## src/rtl/pvia_defines.vh

```
// constants for the process value integrator and adjust block
`ifndef PVIA_DEFINES_VH
`define PVIA_DEFINES_VH
`define PVIA_CLK_HZ 200000000
`define PVIA_MIN_STEP_MS 60
`define PVIA_HOUR_STEP_MS 3600
`define PVIA_MIN_STEP_CYC (`PVIA_CLK_HZ / 1000 * `PVIA_MIN_STEP_MS)
`define PVIA_HOUR_STEP_CYC (`PVIA_CLK_HZ / 1000 * `PVIA_HOUR_STEP_MS)
`define PVIA_STEP_DIV 1000
`define PVIA_GAIN_DIV 10000
`define PVIA_GAIN_RST 16'h2710
`define PVIA_REG_CTRL 8'h00
`define PVIA_REG_PV 8'h04
`define PVIA_REG_TOTAL 8'h08
`define PVIA_REG_ZERO 8'h0c
`define PVIA_REG_GAIN 8'h10
`define PVIA_REG_RMIN 8'h14
`define PVIA_REG_RAW 8'h18
`define PVIA_REG_ADJ 8'h1c
`define PVIA_REG_REM 8'h20
`define PVIA_CTRL_START 0
`define PVIA_CTRL_CLEAR 1
`define PVIA_CTRL_HOUR 2
`define PVIA_CTRL_CJOFF 3
`endif

```

## src/rtl/pvia_top.v

```verilog
// process value integrator and zero/span adjust with axi4-lite registers
// Summary of operation
// - minute base: one integration step each 60 ms, 32-bit total.
// - each step adds process value over 1000, so 1000 per unit.
// - hour base: step every 3.6 s, 1000 gives 500/1000/2000 totals.
// - total is signed 32 bit; overflow leaves result undefined.
// - 32768 on minute base loses 47185920 daily, valid to day 45.
// - adjusted = (in - rmin) * gain/10000 + rmin + zero offset.
// - zero is pure offset, gain multiplies; for inputs and outputs.
// - shorted cold junction terminals stop cold junction compensation.
// - hour base step is 3.6 s, total held in one 32-bit register.
`timescale 1ns/10ps
`include "pvia_defines.vh"
module pvia_top #(
   parameter [31:0] MIN_CYC = `PVIA_MIN_STEP_CYC,
   parameter [31:0] HOUR_CYC = `PVIA_HOUR_STEP_CYC
) (
   input wire aclk,
   input wire aresetn,
   input wire [7:0] s_axi_awaddr,
   input wire s_axi_awvalid,
   output reg s_axi_awready,
   input wire [31:0] s_axi_wdata,
   input wire [3:0] s_axi_wstrb,
   input wire s_axi_wvalid,
   output reg s_axi_wready,
   output reg [1:0] s_axi_bresp,
   output reg s_axi_bvalid,
   input wire s_axi_bready,
   input wire [7:0] s_axi_araddr,
   input wire s_axi_arvalid,
   output reg s_axi_arready,
   output reg [31:0] s_axi_rdata,
   output reg [1:0] s_axi_rresp,
   output reg s_axi_rvalid,
   input wire s_axi_rready,
   input wire cj_short,
   output reg cj_comp_en
);
   reg [3:0] ctrl_q;
   reg [15:0] pv_q, zero_q, gain_q, rmin_q, raw_q;
   reg [31:0] total_q;
   reg [15:0] rem_q;
   reg [7:0] awaddr_q;
   reg [31:0] wdata_q;
   reg [3:0] wstrb_q;
   reg aw_have_q, w_have_q;
   reg [2:0] cj_sync_q;
   reg cj_state_q;
   wire step;
   wire [31:0] adj;

   function [15:0] merge16;
      input [15:0] old;
      input [31:0] d;
      input [3:0] s;
      begin
         merge16 = {s[1] ? d[15:8] : old[15:8], s[0] ? d[7:0] : old[7:0]};
      end
   endfunction

   function known;
      input [7:0] a;
      begin
         known = (a[1:0] == 2'b00) && (a <= `PVIA_REG_REM);
      end
   endfunction

   pvia_step_timer #(.MIN_CYC(MIN_CYC), .HOUR_CYC(HOUR_CYC)) u_tmr (
      .aclk(aclk),
      .aresetn(aresetn),
      .run(ctrl_q[`PVIA_CTRL_START] & ~ctrl_q[`PVIA_CTRL_CLEAR]),
      .hour_sel(ctrl_q[`PVIA_CTRL_HOUR]),
      .step(step)
   );

   pvia_adjust u_adj (
      .aclk(aclk),
      .aresetn(aresetn),
      .raw(raw_q),
      .rmin(rmin_q),
      .zero(zero_q),
      .gain(gain_q),
      .adj(adj)
   );

   // fractional remainder kept so pv/1000 per step is exact over time
   wire signed [17:0] acc = $signed({{2{rem_q[15]}}, rem_q}) +
      $signed({{2{pv_q[15]}}, pv_q});
   wire signed [17:0] whole = acc / 18'sd1000;
   wire signed [17:0] frac = acc - whole * 18'sd1000;

   wire wr_go = aw_have_q && w_have_q && !s_axi_bvalid;

   always @(posedge aclk) begin
      if (!aresetn) begin
         s_axi_awready <= 1'b1;
         s_axi_wready <= 1'b1;
         s_axi_bvalid <= 1'b0;
         s_axi_bresp <= 2'b00;
         aw_have_q <= 1'b0;
         w_have_q <= 1'b0;
         awaddr_q <= 8'h0;
         wdata_q <= 32'h0;
         wstrb_q <= 4'h0;
         ctrl_q <= 4'h0;
         pv_q <= 16'h0;
         zero_q <= 16'h0;
         gain_q <= `PVIA_GAIN_RST;
         rmin_q <= 16'h0;
         raw_q <= 16'h0;
         total_q <= 32'h0;
         rem_q <= 16'h0;
      end else begin
         if (s_axi_awvalid && s_axi_awready) begin
            awaddr_q <= s_axi_awaddr;
            aw_have_q <= 1'b1;
            s_axi_awready <= 1'b0;
         end
         if (s_axi_wvalid && s_axi_wready) begin
            wdata_q <= s_axi_wdata;
            wstrb_q <= s_axi_wstrb;
            w_have_q <= 1'b1;
            s_axi_wready <= 1'b0;
         end
         if (s_axi_bvalid && s_axi_bready) begin
            s_axi_bvalid <= 1'b0;
            s_axi_awready <= 1'b1;
            s_axi_wready <= 1'b1;
         end
         // integration; a software clear below overrides this step
         if (ctrl_q[`PVIA_CTRL_CLEAR]) begin
            total_q <= 32'h0;
            rem_q <= 16'h0;
         end else if (step && ctrl_q[`PVIA_CTRL_START]) begin
            // wraps on overflow, result then undefined by contract
            total_q <= total_q + {{14{whole[17]}}, whole};
            rem_q <= frac[15:0];
         end
         if (wr_go) begin
            aw_have_q <= 1'b0;
            w_have_q <= 1'b0;
            s_axi_bvalid <= 1'b1;
            s_axi_bresp <= known(awaddr_q) ? 2'b00 : 2'b10;
            case (awaddr_q)
               `PVIA_REG_CTRL: begin
                  if (wstrb_q[0])
                     ctrl_q <= wdata_q[3:0];
               end
               `PVIA_REG_PV: pv_q <= merge16(pv_q, wdata_q, wstrb_q);
               `PVIA_REG_ZERO: zero_q <= merge16(zero_q, wdata_q, wstrb_q);
               `PVIA_REG_GAIN: gain_q <= merge16(gain_q, wdata_q, wstrb_q);
               `PVIA_REG_RMIN: rmin_q <= merge16(rmin_q, wdata_q, wstrb_q);
               `PVIA_REG_RAW: raw_q <= merge16(raw_q, wdata_q, wstrb_q);
               default: begin
               end
            endcase
         end
      end
   end

   always @(posedge aclk) begin
      if (!aresetn) begin
         s_axi_arready <= 1'b1;
         s_axi_rvalid <= 1'b0;
         s_axi_rdata <= 32'h0;
         s_axi_rresp <= 2'b00;
      end else if (s_axi_rvalid) begin
         if (s_axi_rready) begin
            s_axi_rvalid <= 1'b0;
            s_axi_arready <= 1'b1;
         end
      end else if (s_axi_arvalid && s_axi_arready) begin
         s_axi_arready <= 1'b0;
         s_axi_rvalid <= 1'b1;
         s_axi_rresp <= known(s_axi_araddr) ? 2'b00 : 2'b10;
         case (s_axi_araddr)
            `PVIA_REG_CTRL: s_axi_rdata <= {27'h0, cj_state_q, ctrl_q};
            `PVIA_REG_PV: s_axi_rdata <= {16'h0, pv_q};
            `PVIA_REG_TOTAL: s_axi_rdata <= total_q;
            `PVIA_REG_ZERO: s_axi_rdata <= {16'h0, zero_q};
            `PVIA_REG_GAIN: s_axi_rdata <= {16'h0, gain_q};
            `PVIA_REG_RMIN: s_axi_rdata <= {16'h0, rmin_q};
            `PVIA_REG_RAW: s_axi_rdata <= {16'h0, raw_q};
            `PVIA_REG_ADJ: s_axi_rdata <= adj;
            `PVIA_REG_REM: s_axi_rdata <= {16'h0, rem_q};
            default: s_axi_rdata <= 32'h0;
         endcase
      end
   end

   // cold junction short pin: three stages, change once stages 2 and 3 agree
   always @(posedge aclk) begin
      if (!aresetn) begin
         cj_sync_q <= 3'b000;
         cj_state_q <= 1'b0;
         cj_comp_en <= 1'b1;
      end else begin
         cj_sync_q <= {cj_sync_q[1:0], cj_short};
         if (cj_sync_q[2] == cj_sync_q[1])
            cj_state_q <= cj_sync_q[1];
         // software may also force compensation off for calibration
         cj_comp_en <= ~(cj_state_q | ctrl_q[`PVIA_CTRL_CJOFF]);
      end
   end
endmodule

```

## src/rtl/pvia_step_timer.v

```verilog
// step pulse divider for minute or hour time base
`timescale 1ns/10ps
`include "pvia_defines.vh"
module pvia_step_timer #(
   parameter [31:0] MIN_CYC = `PVIA_MIN_STEP_CYC,
   parameter [31:0] HOUR_CYC = `PVIA_HOUR_STEP_CYC
) (
   input wire aclk,
   input wire aresetn,
   input wire run,
   input wire hour_sel,
   output reg step
);
   reg [31:0] cnt_q;
   wire [31:0] lim = hour_sel ? HOUR_CYC : MIN_CYC;
   always @(posedge aclk) begin
      if (!aresetn || !run) begin
         cnt_q <= 32'h0;
         step <= 1'b0;
      end else if (cnt_q >= lim - 32'h1) begin
         cnt_q <= 32'h0;
         step <= 1'b1;
      end else begin
         cnt_q <= cnt_q + 32'h1;
         step <= 1'b0;
      end
   end
endmodule

```

## src/rtl/pvia_adjust.v

```verilog
// zero offset and span gain correction, registered
`timescale 1ns/10ps
module pvia_adjust (
   input wire aclk,
   input wire aresetn,
   input wire [15:0] raw,
   input wire [15:0] rmin,
   input wire [15:0] zero,
   input wire [15:0] gain,
   output reg [31:0] adj
);
   wire signed [17:0] diff = $signed({raw[15], raw[15], raw}) -
      $signed({rmin[15], rmin[15], rmin});
   wire signed [35:0] prod = diff * $signed({2'b00, gain});
   // truncating division toward zero, gain in 0.0001 units
   wire signed [35:0] q = prod / $signed(36'd10000);
   wire signed [35:0] sum = q + $signed({{20{rmin[15]}}, rmin}) +
      $signed({{20{zero[15]}}, zero});
   always @(posedge aclk) begin
      if (!aresetn)
         adj <= 32'h0;
      else
         adj <= sum[31:0];
   end
endmodule

```

## config.mk

```make
export PLATFORM = sky130hd
export DESIGN_NAME = pvia_top
export DESIGN_NICKNAME = d
export VERILOG_FILES = /design/src/rtl/pvia_top.v /design/src/rtl/pvia_step_timer.v /design/src/rtl/pvia_adjust.v
export VERILOG_INCLUDE_DIRS = /design/src /design/src/rtl
export SDC_FILE = /design/constraint.sdc
export NUM_CORES = 2
export LEC_CHECK = 0
export CORE_ASPECT_RATIO = 0.8
export CORE_MARGIN = 5
export CORE_UTILIZATION = 55
export DETAILED_ROUTE_END_ITERATION = 6
export DONT_BUFFER_PORTS = 1
export PLACE_DENSITY = 0.7
export SLEW_MARGIN = 0
export SYNTH_ARGS = -nofsm -noshare
export SYNTH_HDL_FRONTEND = slang
export SYNTH_SLANG_ARGS = --single-unit
export TNS_END_PERCENT = 5
```

## constraint.sdc

```tcl
create_clock -name aclk -period 73 [get_ports aclk]
set_input_delay 14.6 -clock aclk [delete_from_list [all_inputs] [get_ports aclk]]
set_output_delay 14.6 -clock aclk [all_outputs]
set_load 0.02 [all_outputs]
```

# Word level (Yosys, flattened, before mapping)
# Index checks and enable logic that the tools add are counted.
# classes
addsub	8
mul	2
div_mod_pow	2
magnitude_cmp	3
n_eq_ne	15
muxes	13
n_bitwise	6
reduce_logical	36
# ops
cell	count
one-hot mux 32 bit (9 select lines)	1
adder 32 x 16 -> 32 bit	2
== test 8 x 5 -> 1 bit, second input constant	7
divider 36 x 15 -> 36 bit, second input constant	1
multiplier 17 x 17 -> 34 bit	1
AND reduction 3 bit	11
adder 32 x 1 -> 32 bit, second input constant	1
adder 32 bit	1
>= comparator 32 bit	1
subtractor 32 x 1 -> 32 bit, second input constant	1
two-way mux 30 bit	1
== test 8 x 4 -> 1 bit, second input constant	3
divider 18 x 11 -> 18 bit, second input constant	1
multiplier 18 x 8 -> 13 bit, second input constant	1
adder 16 x 16 -> 17 bit	1
subtractor 16 x 16 -> 17 bit	1
== test 8 x 3 -> 1 bit, second input constant	2
less-or-equal comparator 8 x 6 -> 1 bit, second input constant	2
logical NOT 8 bit	2
subtractor 16 bit	1
logical AND 1 bit	9
two-way mux 1 bit	9
== test 8 x 6 -> 1 bit, second input constant	1
OR reduction 2 bit	4
other kinds (11)	20
# totals
reg_bits	271
input_bits	60
output_inout_bits	42

# Longest topological paths before layout
# depth
word_depth	5
depth_mapped	159
depth_no_buf	144

# Hierarchy
# A second synthesis with hierarchy kept.
# unflattened
hier_cells	5178
area_unflattened_um2	41688.7
# modules_own_cells
module	n_inst	cells_per_inst	area_per_inst_um2	seq_area_each_um2
pvia_adjust	1	3139	24514.8	640.6
pvia_top	1	1843	15336.0	4083.9
pvia_step_timer	1	196	1838.0	660.6

# Least setup slack after synthesis
# OpenSTA, ideal clock, no wires.
# synth_timing
path_kind	reg-to-reg
startpoint	register rmin_q[2]
endpoint	register u_adj.adj[31]
arrival_time_ps	32732
slack_ps	40151
stages_incl_launch_ff	151
synth_period_minus_slack_ps	32849
path_cell_list	dfxtp_1 > inv_1 > ha_1 > nor2b_1 > o21ai_0 > nand2b_1 > a21o_1 > a21o_1 > a21o_1 > a21o_1 > a21o_1 > a21o_1 > a21o_1 > a21o_1 > a21oi_1 > o21ai_0 > a2111o_1 > o21ai_0 > [... 115 more ...] > o21bai_1 > a21oi_1 > o21bai_1 > a21oi_1 > o21bai_1 > a21oi_1 > o21bai_1 > a21oi_1 > o21bai_1 > a21o_1 > a21o_1 > a21o_1 > a21o_1 > a21o_1 > a21oi_1 > xnor2_1 > nand3_1 > nor3b_1
# synth_between
elab_chain_len	5
# synth_lines
element	line_no	source
start: declaration	pvia_top.v:41	reg [15:0] pv_q, zero_q, gain_q, rmin_q, raw_q;
start signal: assignment	pvia_top.v:153	`PVIA_REG_RMIN: rmin_q <= merge16(rmin_q, wdata_q, wstrb_q);
subtractor 16 x 16 -> 17 bit	pvia_adjust.v:12	wire signed [17:0] diff = $signed({raw[15], raw[15], raw}) -
multiplier 17 x 17 -> 34 bit	pvia_adjust.v:14	wire signed [35:0] prod = diff * $signed({2'b00, gain});
divider 36 x 15 -> 36 bit	pvia_adjust.v:16	wire signed [35:0] q = prod / $signed(36'd10000);
adder 32 x 16 -> 32 bit * (2 in series)	pvia_adjust.v:17	wire signed [35:0] sum = q + $signed({{20{rmin[15]}}, rmin}) +
end signal: assignment	pvia_adjust.v:23	adj <= sum[31:0];
end: declaration	pvia_adjust.v:10	output reg [31:0] adj
# Mark *: on every way between the ends. The rest lies on a longest branch, timed or not.
# A chain may end at the register's enable or synchronous reset.

# Worst setup path in the final report
# Same ends and word-level chain as after synthesis.

==> tab_implementation.tex <==
\begin{tabular}{lr}
\hline
Metric & Value \\
\hline
\multicolumn{2}{l}{\textbf{STA}} \\
\quad Actual slew at the worst max-slew pin & 1.23 ns \\
\quad Pins over their slew limit & 0 \\
\quad Fin Setup TNS & 0 ns \\
\quad Slew HR & 0.178 \\
\quad Final critical-path share of the clock period & 0.569 \\
\quad Number of endpoints failing setup at the final stage & 0 \\
\quad Unrepaired setup endpoints after global routing & false \\
\quad Time the final worst path needs with I/O delays and setup & 41.56 ns \\
\quad Endpoints failing hold & 0 \\
\quad Clk\_skew & 0.0165 ns \\
\quad Peak clock frequency supported by timing & 24.1 MHz \\
\multicolumn{2}{l}{\textbf{Placement}} \\
\quad Area after detailed placement & 0.0395 mm\^{}2 \\
\quad Detailed-placement wirelength estimate & 84.7 mm \\
\quad Number of I/O port buffers & 0 \\
\quad Final Wtd Congestion & 0.943 \\
\multicolumn{2}{l}{\textbf{GRT}} \\
\quad Met3 capacity usage during global routing & 0.0368 \\
\quad Maximum number of pins on one net before global-route repair & 67 \\
\quad GRT met1 Usage & 0.405 \\
\quad Global router's overall resource usage & 0.277 \\
\quad Via count of the first global-routing pass & 33253 \\
\quad GR peak layer & met2 \\
\quad Global route overflow & 0 \\
\quad GR met2 Demand/Resource & 0.441 \\
\quad Global-route wire length before repair & 176 mm \\
\quad Number of antenna violations at the first check in global routing & 2 \\
\multicolumn{2}{l}{\textbf{Floorplan}} \\
\quad Overall die area & 0.0760 mm\^{}2 \\
\quad Die outline height & 248 um \\
\quad Total core area & 0.0702 mm\^{}2 \\
\quad Count of pins on the block boundary & 102 \\
\quad Standard-cell rows & 87 \\
\quad Initial Utilization & 0.552 \\
\quad Die boundary width & 307 um \\
\multicolumn{2}{l}{\textbf{Clock tree}} \\
\quad Number of buffers created by CTS & 29 \\
\quad Resize count post-CTS & 0 \\
\quad Root cell of the clock tree & sky130\_fd\_sc\_hd\_\_clkbuf\_16 \\
\quad Clock Sink Count & 269 \\
\quad Buffer count from post-CTS setup fixing & 0 \\
\quad Clock input transition at the sequential cells of the worst setup and hold paths & 0.06 ns \\
\quad Number of levels in the clock H-tree & 1 \\
\quad Clk Latency, worst-skew pair & 0.58 ns \\
\quad Hold buffer count at cts & 0 \\
\quad TritonCTS clock tree & built \\
\quad Maximum root-to-sink buffer count & 3 \\
\multicolumn{2}{l}{\textbf{Synthesis}} \\
\quad Largest family of logic cells by synthesized area & adder cells \\
\quad Count of state elements after synthesis & 269 \\
\quad Fraction of the yosys area taken by sequential cells & 0.139 \\
\quad Cells taking the most area after synthesis & sky130\_fd\_sc\_hd\_\_fa\_1 17\%, sky130\_fd\_sc\_hd\_\_dfxtp\_1 14\%, sky130\_fd\_sc\_hd\_\_ha\_1 7.8\%, sky130\_fd\_sc\_hd\_\_nand2\_1 6.3\%, sky130\_fd\_sc\_hd\_\_a21oi\_1 5.1\% \\
\quad Library cell occupying the most area in the post-synthesis netlist & sky130\_fd\_sc\_hd\_\_fa\_1 \\
\quad Most used standard cell by instance count after synthesis & sky130\_fd\_sc\_hd\_\_nand2\_1 \\
\quad Synth Area in Adders & 0.255 \\
\quad Warnings, synthesis & 0 \\
\quad Share of synthesized flip-flops with an asynchronous set or reset & 0 \\
\quad Post-synthesis compound-gate area fraction & 0.227 \\
\quad Post-Synth XOR/XNOR Area & 0.0815 \\
\quad Most instantiated flip-flop cell in the synthesis netlist & sky130\_fd\_sc\_hd\_\_dfxtp\_1 \\
\quad Fraction of the mapped netlist area in simple logic gates & 0.212 \\
\quad Multiplexer share of the synthesized area & 0.0131 \\
\quad Distinct cells, synth & 146 \\
\quad Average cell area after synthesis & 7.90 um\^{}2 \\
\quad Ranking of synthesized cells by instance count & 654 x sky130\_fd\_sc\_hd\_\_nand2\_1, 505 x sky130\_fd\_sc\_hd\_\_inv\_1, 399 x sky130\_fd\_sc\_hd\_\_a21oi\_1 \\
\quad Number of instances in the synthesized netlist & 4910 \\
\quad Share of Yosys cell area claimed by the top area cell type & 0.173 \\
\quad Cell area after synthesis & 0.0388 mm\^{}2 \\
\quad Number of synthesized flops with an enable pin & 0 \\
\multicolumn{2}{l}{\textbf{Layout}} \\
\quad Synth-to-layout area growth & 4.47\% \\
\quad Final nets & 5429 \\
\quad Number of diodes & 0 \\
\quad Post-Layout Inst Area & 0.0405 mm\^{}2 \\
\quad Proportion of layout cells with a drive suffix above 1 & 0.0555 \\
\multicolumn{2}{l}{\textbf{Route}} \\
\quad Via total after detailed routing & 34983 \\
\quad Wire length per cell & 18.7 um \\
\quad Detailed Route Iter0 Violations & 3237 \\
\quad Number of iterations in the first detailed-routing pass & 7 \\
\quad Post-detailed-route via-to-cell ratio & 6.09 \\
\quad Antenna-violating nets left & 0 \\
\quad Wirelength, routed & 107 mm \\
\quad Detailed-route DRC error count & 5 \\
\multicolumn{2}{l}{\textbf{Worst setup path}} \\
\quad Worst stage delay on the critical path & 0.93 ns \\
\quad Critical Path End Type & register \\
\quad CP Class & register to register \\
\quad CP arrival & 42.03 ns \\
\quad Crit start category & register \\
\quad Most frequent CP cell & sky130\_fd\_sc\_hd\_\_a21o\_1 \\
\quad Crit path required time & 73.47 ns \\
\quad Highest-delay cell along the critical path & sky130\_fd\_sc\_hd\_\_xnor2\_1 \\
\quad Maximum fanout along the worst path & 45 \\
\multicolumn{2}{l}{\textbf{Job}} \\
\quad Max-capacitance violation count & 0 \\
\multicolumn{2}{l}{\textbf{Run status}} \\
\quad Failing checks & design-rule violations \\
\quad Status & finished with violations \\
\multicolumn{2}{l}{\textbf{Min path}} \\
\quad Worst min path class & register to register \\
\hline
\end{tabular}
[cells in the final DEF (no fill, tap or decap), types with 35 or more instances in the layout]
cell	n
sky130_fd_sc_hd__or3_1	37
sky130_fd_sc_hd__o21ai_0	107
sky130_fd_sc_hd__a31oi_1	52
sky130_fd_sc_hd__o21bai_1	58
sky130_fd_sc_hd__inv_1	505
sky130_fd_sc_hd__a21oi_1	399
sky130_fd_sc_hd__ha_1	242
sky130_fd_sc_hd__nor3_1	83
sky130_fd_sc_hd__a21o_1	98
sky130_fd_sc_hd__nand2_1	654
sky130_fd_sc_hd__dfxtp_1	269
sky130_fd_sc_hd__buf_4	39
sky130_fd_sc_hd__xor2_1	98
sky130_fd_sc_hd__fa_1	335
sky130_fd_sc_hd__and3_1	45
sky130_fd_sc_hd__nor2_1	349
sky130_fd_sc_hd__nand2b_1	41
sky130_fd_sc_hd__nor2b_1	60
sky130_fd_sc_hd__and2_1	150
sky130_fd_sc_hd__xnor2_1	225
sky130_fd_sc_hd__nand4_1	35
sky130_fd_sc_hd__nand3_1	103
[worst max-delay path: cells and delay by family, from the launching register on]
kind,cells,cell delay [ns]
and+or+nand+nor,19,4.77
buffers and inverters,9,1.23
DFF,1,0.48
AOI/OAI and AO/OA,89,23.43
xor gates and xnor gates,10,5.18
muxes,3,1.17
adders and majority gates,11,5.09
[flip-flops by register name, summed over array words and instances, names as in the netlist, 2 cells and up]
name / flops
s_axi_rdata: 32
total_q: 32
u_adj.adj: 32
u_tmr.cnt_q: 32
gain_q: 16
pv_q: 16
raw_q: 16
rem_q: 16
rmin_q: 16
wdata_q: 16
zero_q: 16
awaddr_q: 8
ctrl_q: 4
cj_sync_q: 3
wstrb_q: 2
[stage by stage]
stage / setup WS [ns] / hold WS (ns) / instances / util
6_report: 31.44 / 0.457 / 5748 / 0.577
3_5_place_dp: 32.20 / 0.446 / 5695 / 0.562
2_1_floorplan: 40.15 / 0.412 / 4912 / -
5_1_grt: 28.49 / 0.491 / 5748 / 0.577
4_1_cts: 32.12 / 0.455 / 5748 / 0.577
3_3_place_gp: 32.70 / 0.435 / 5695 / 0.562
[final timing paths]
path | start | endpoint | slack [ns] | cells after the start
setup / recovery | rmin_q[2] | u_adj.adj[31] | 31.44 | 141
hold / removal | awaddr_q[6] | awaddr_q[6] | 0.46 | 2
setup reg to reg | rmin_q[2] | u_adj.adj[31] | 31.44 | 141
hold reg to reg | awaddr_q[6] | awaddr_q[6] | 0.46 | 2
[final cells by class]
type | instances | area, um^2
repair buffers | 39 | 293
clock inverters | 13 | 216
flip-flops and latches | 269 | 5390
inverters | 509 | 1910
clock buffers | 40 | 817
fillers | 6522 | 29700
multi-input cells | 3944 | 30700
well taps | 934 | 1170
[layer usage]
layer	part of all wire	wire (um)	up-vias
li1	-	-	16726
met1	0.46	49900	16866
met2	0.44	46900	1235
met3	0.077	8240	152
met4	0.023	2460	4
met5	0.00022	24	-
[kinds of logic after synthesis]
| kind of cell | after synthesis |
|---|---|
| AND/OR/NAND/NOR | 1709 |
| AO/OA/AOI/OAI | 1247 |
| buffers and inverters | 699 |
| adder cells (fa/ha/maj) | 591 |
| XOR/XNOR | 347 |
| flip-flops | 269 |
| multiplexers | 46 |
| other | 2 |
Power is not shown: default switching activity piles up to over one toggle a cycle in this logic, so the estimate is an artifact.
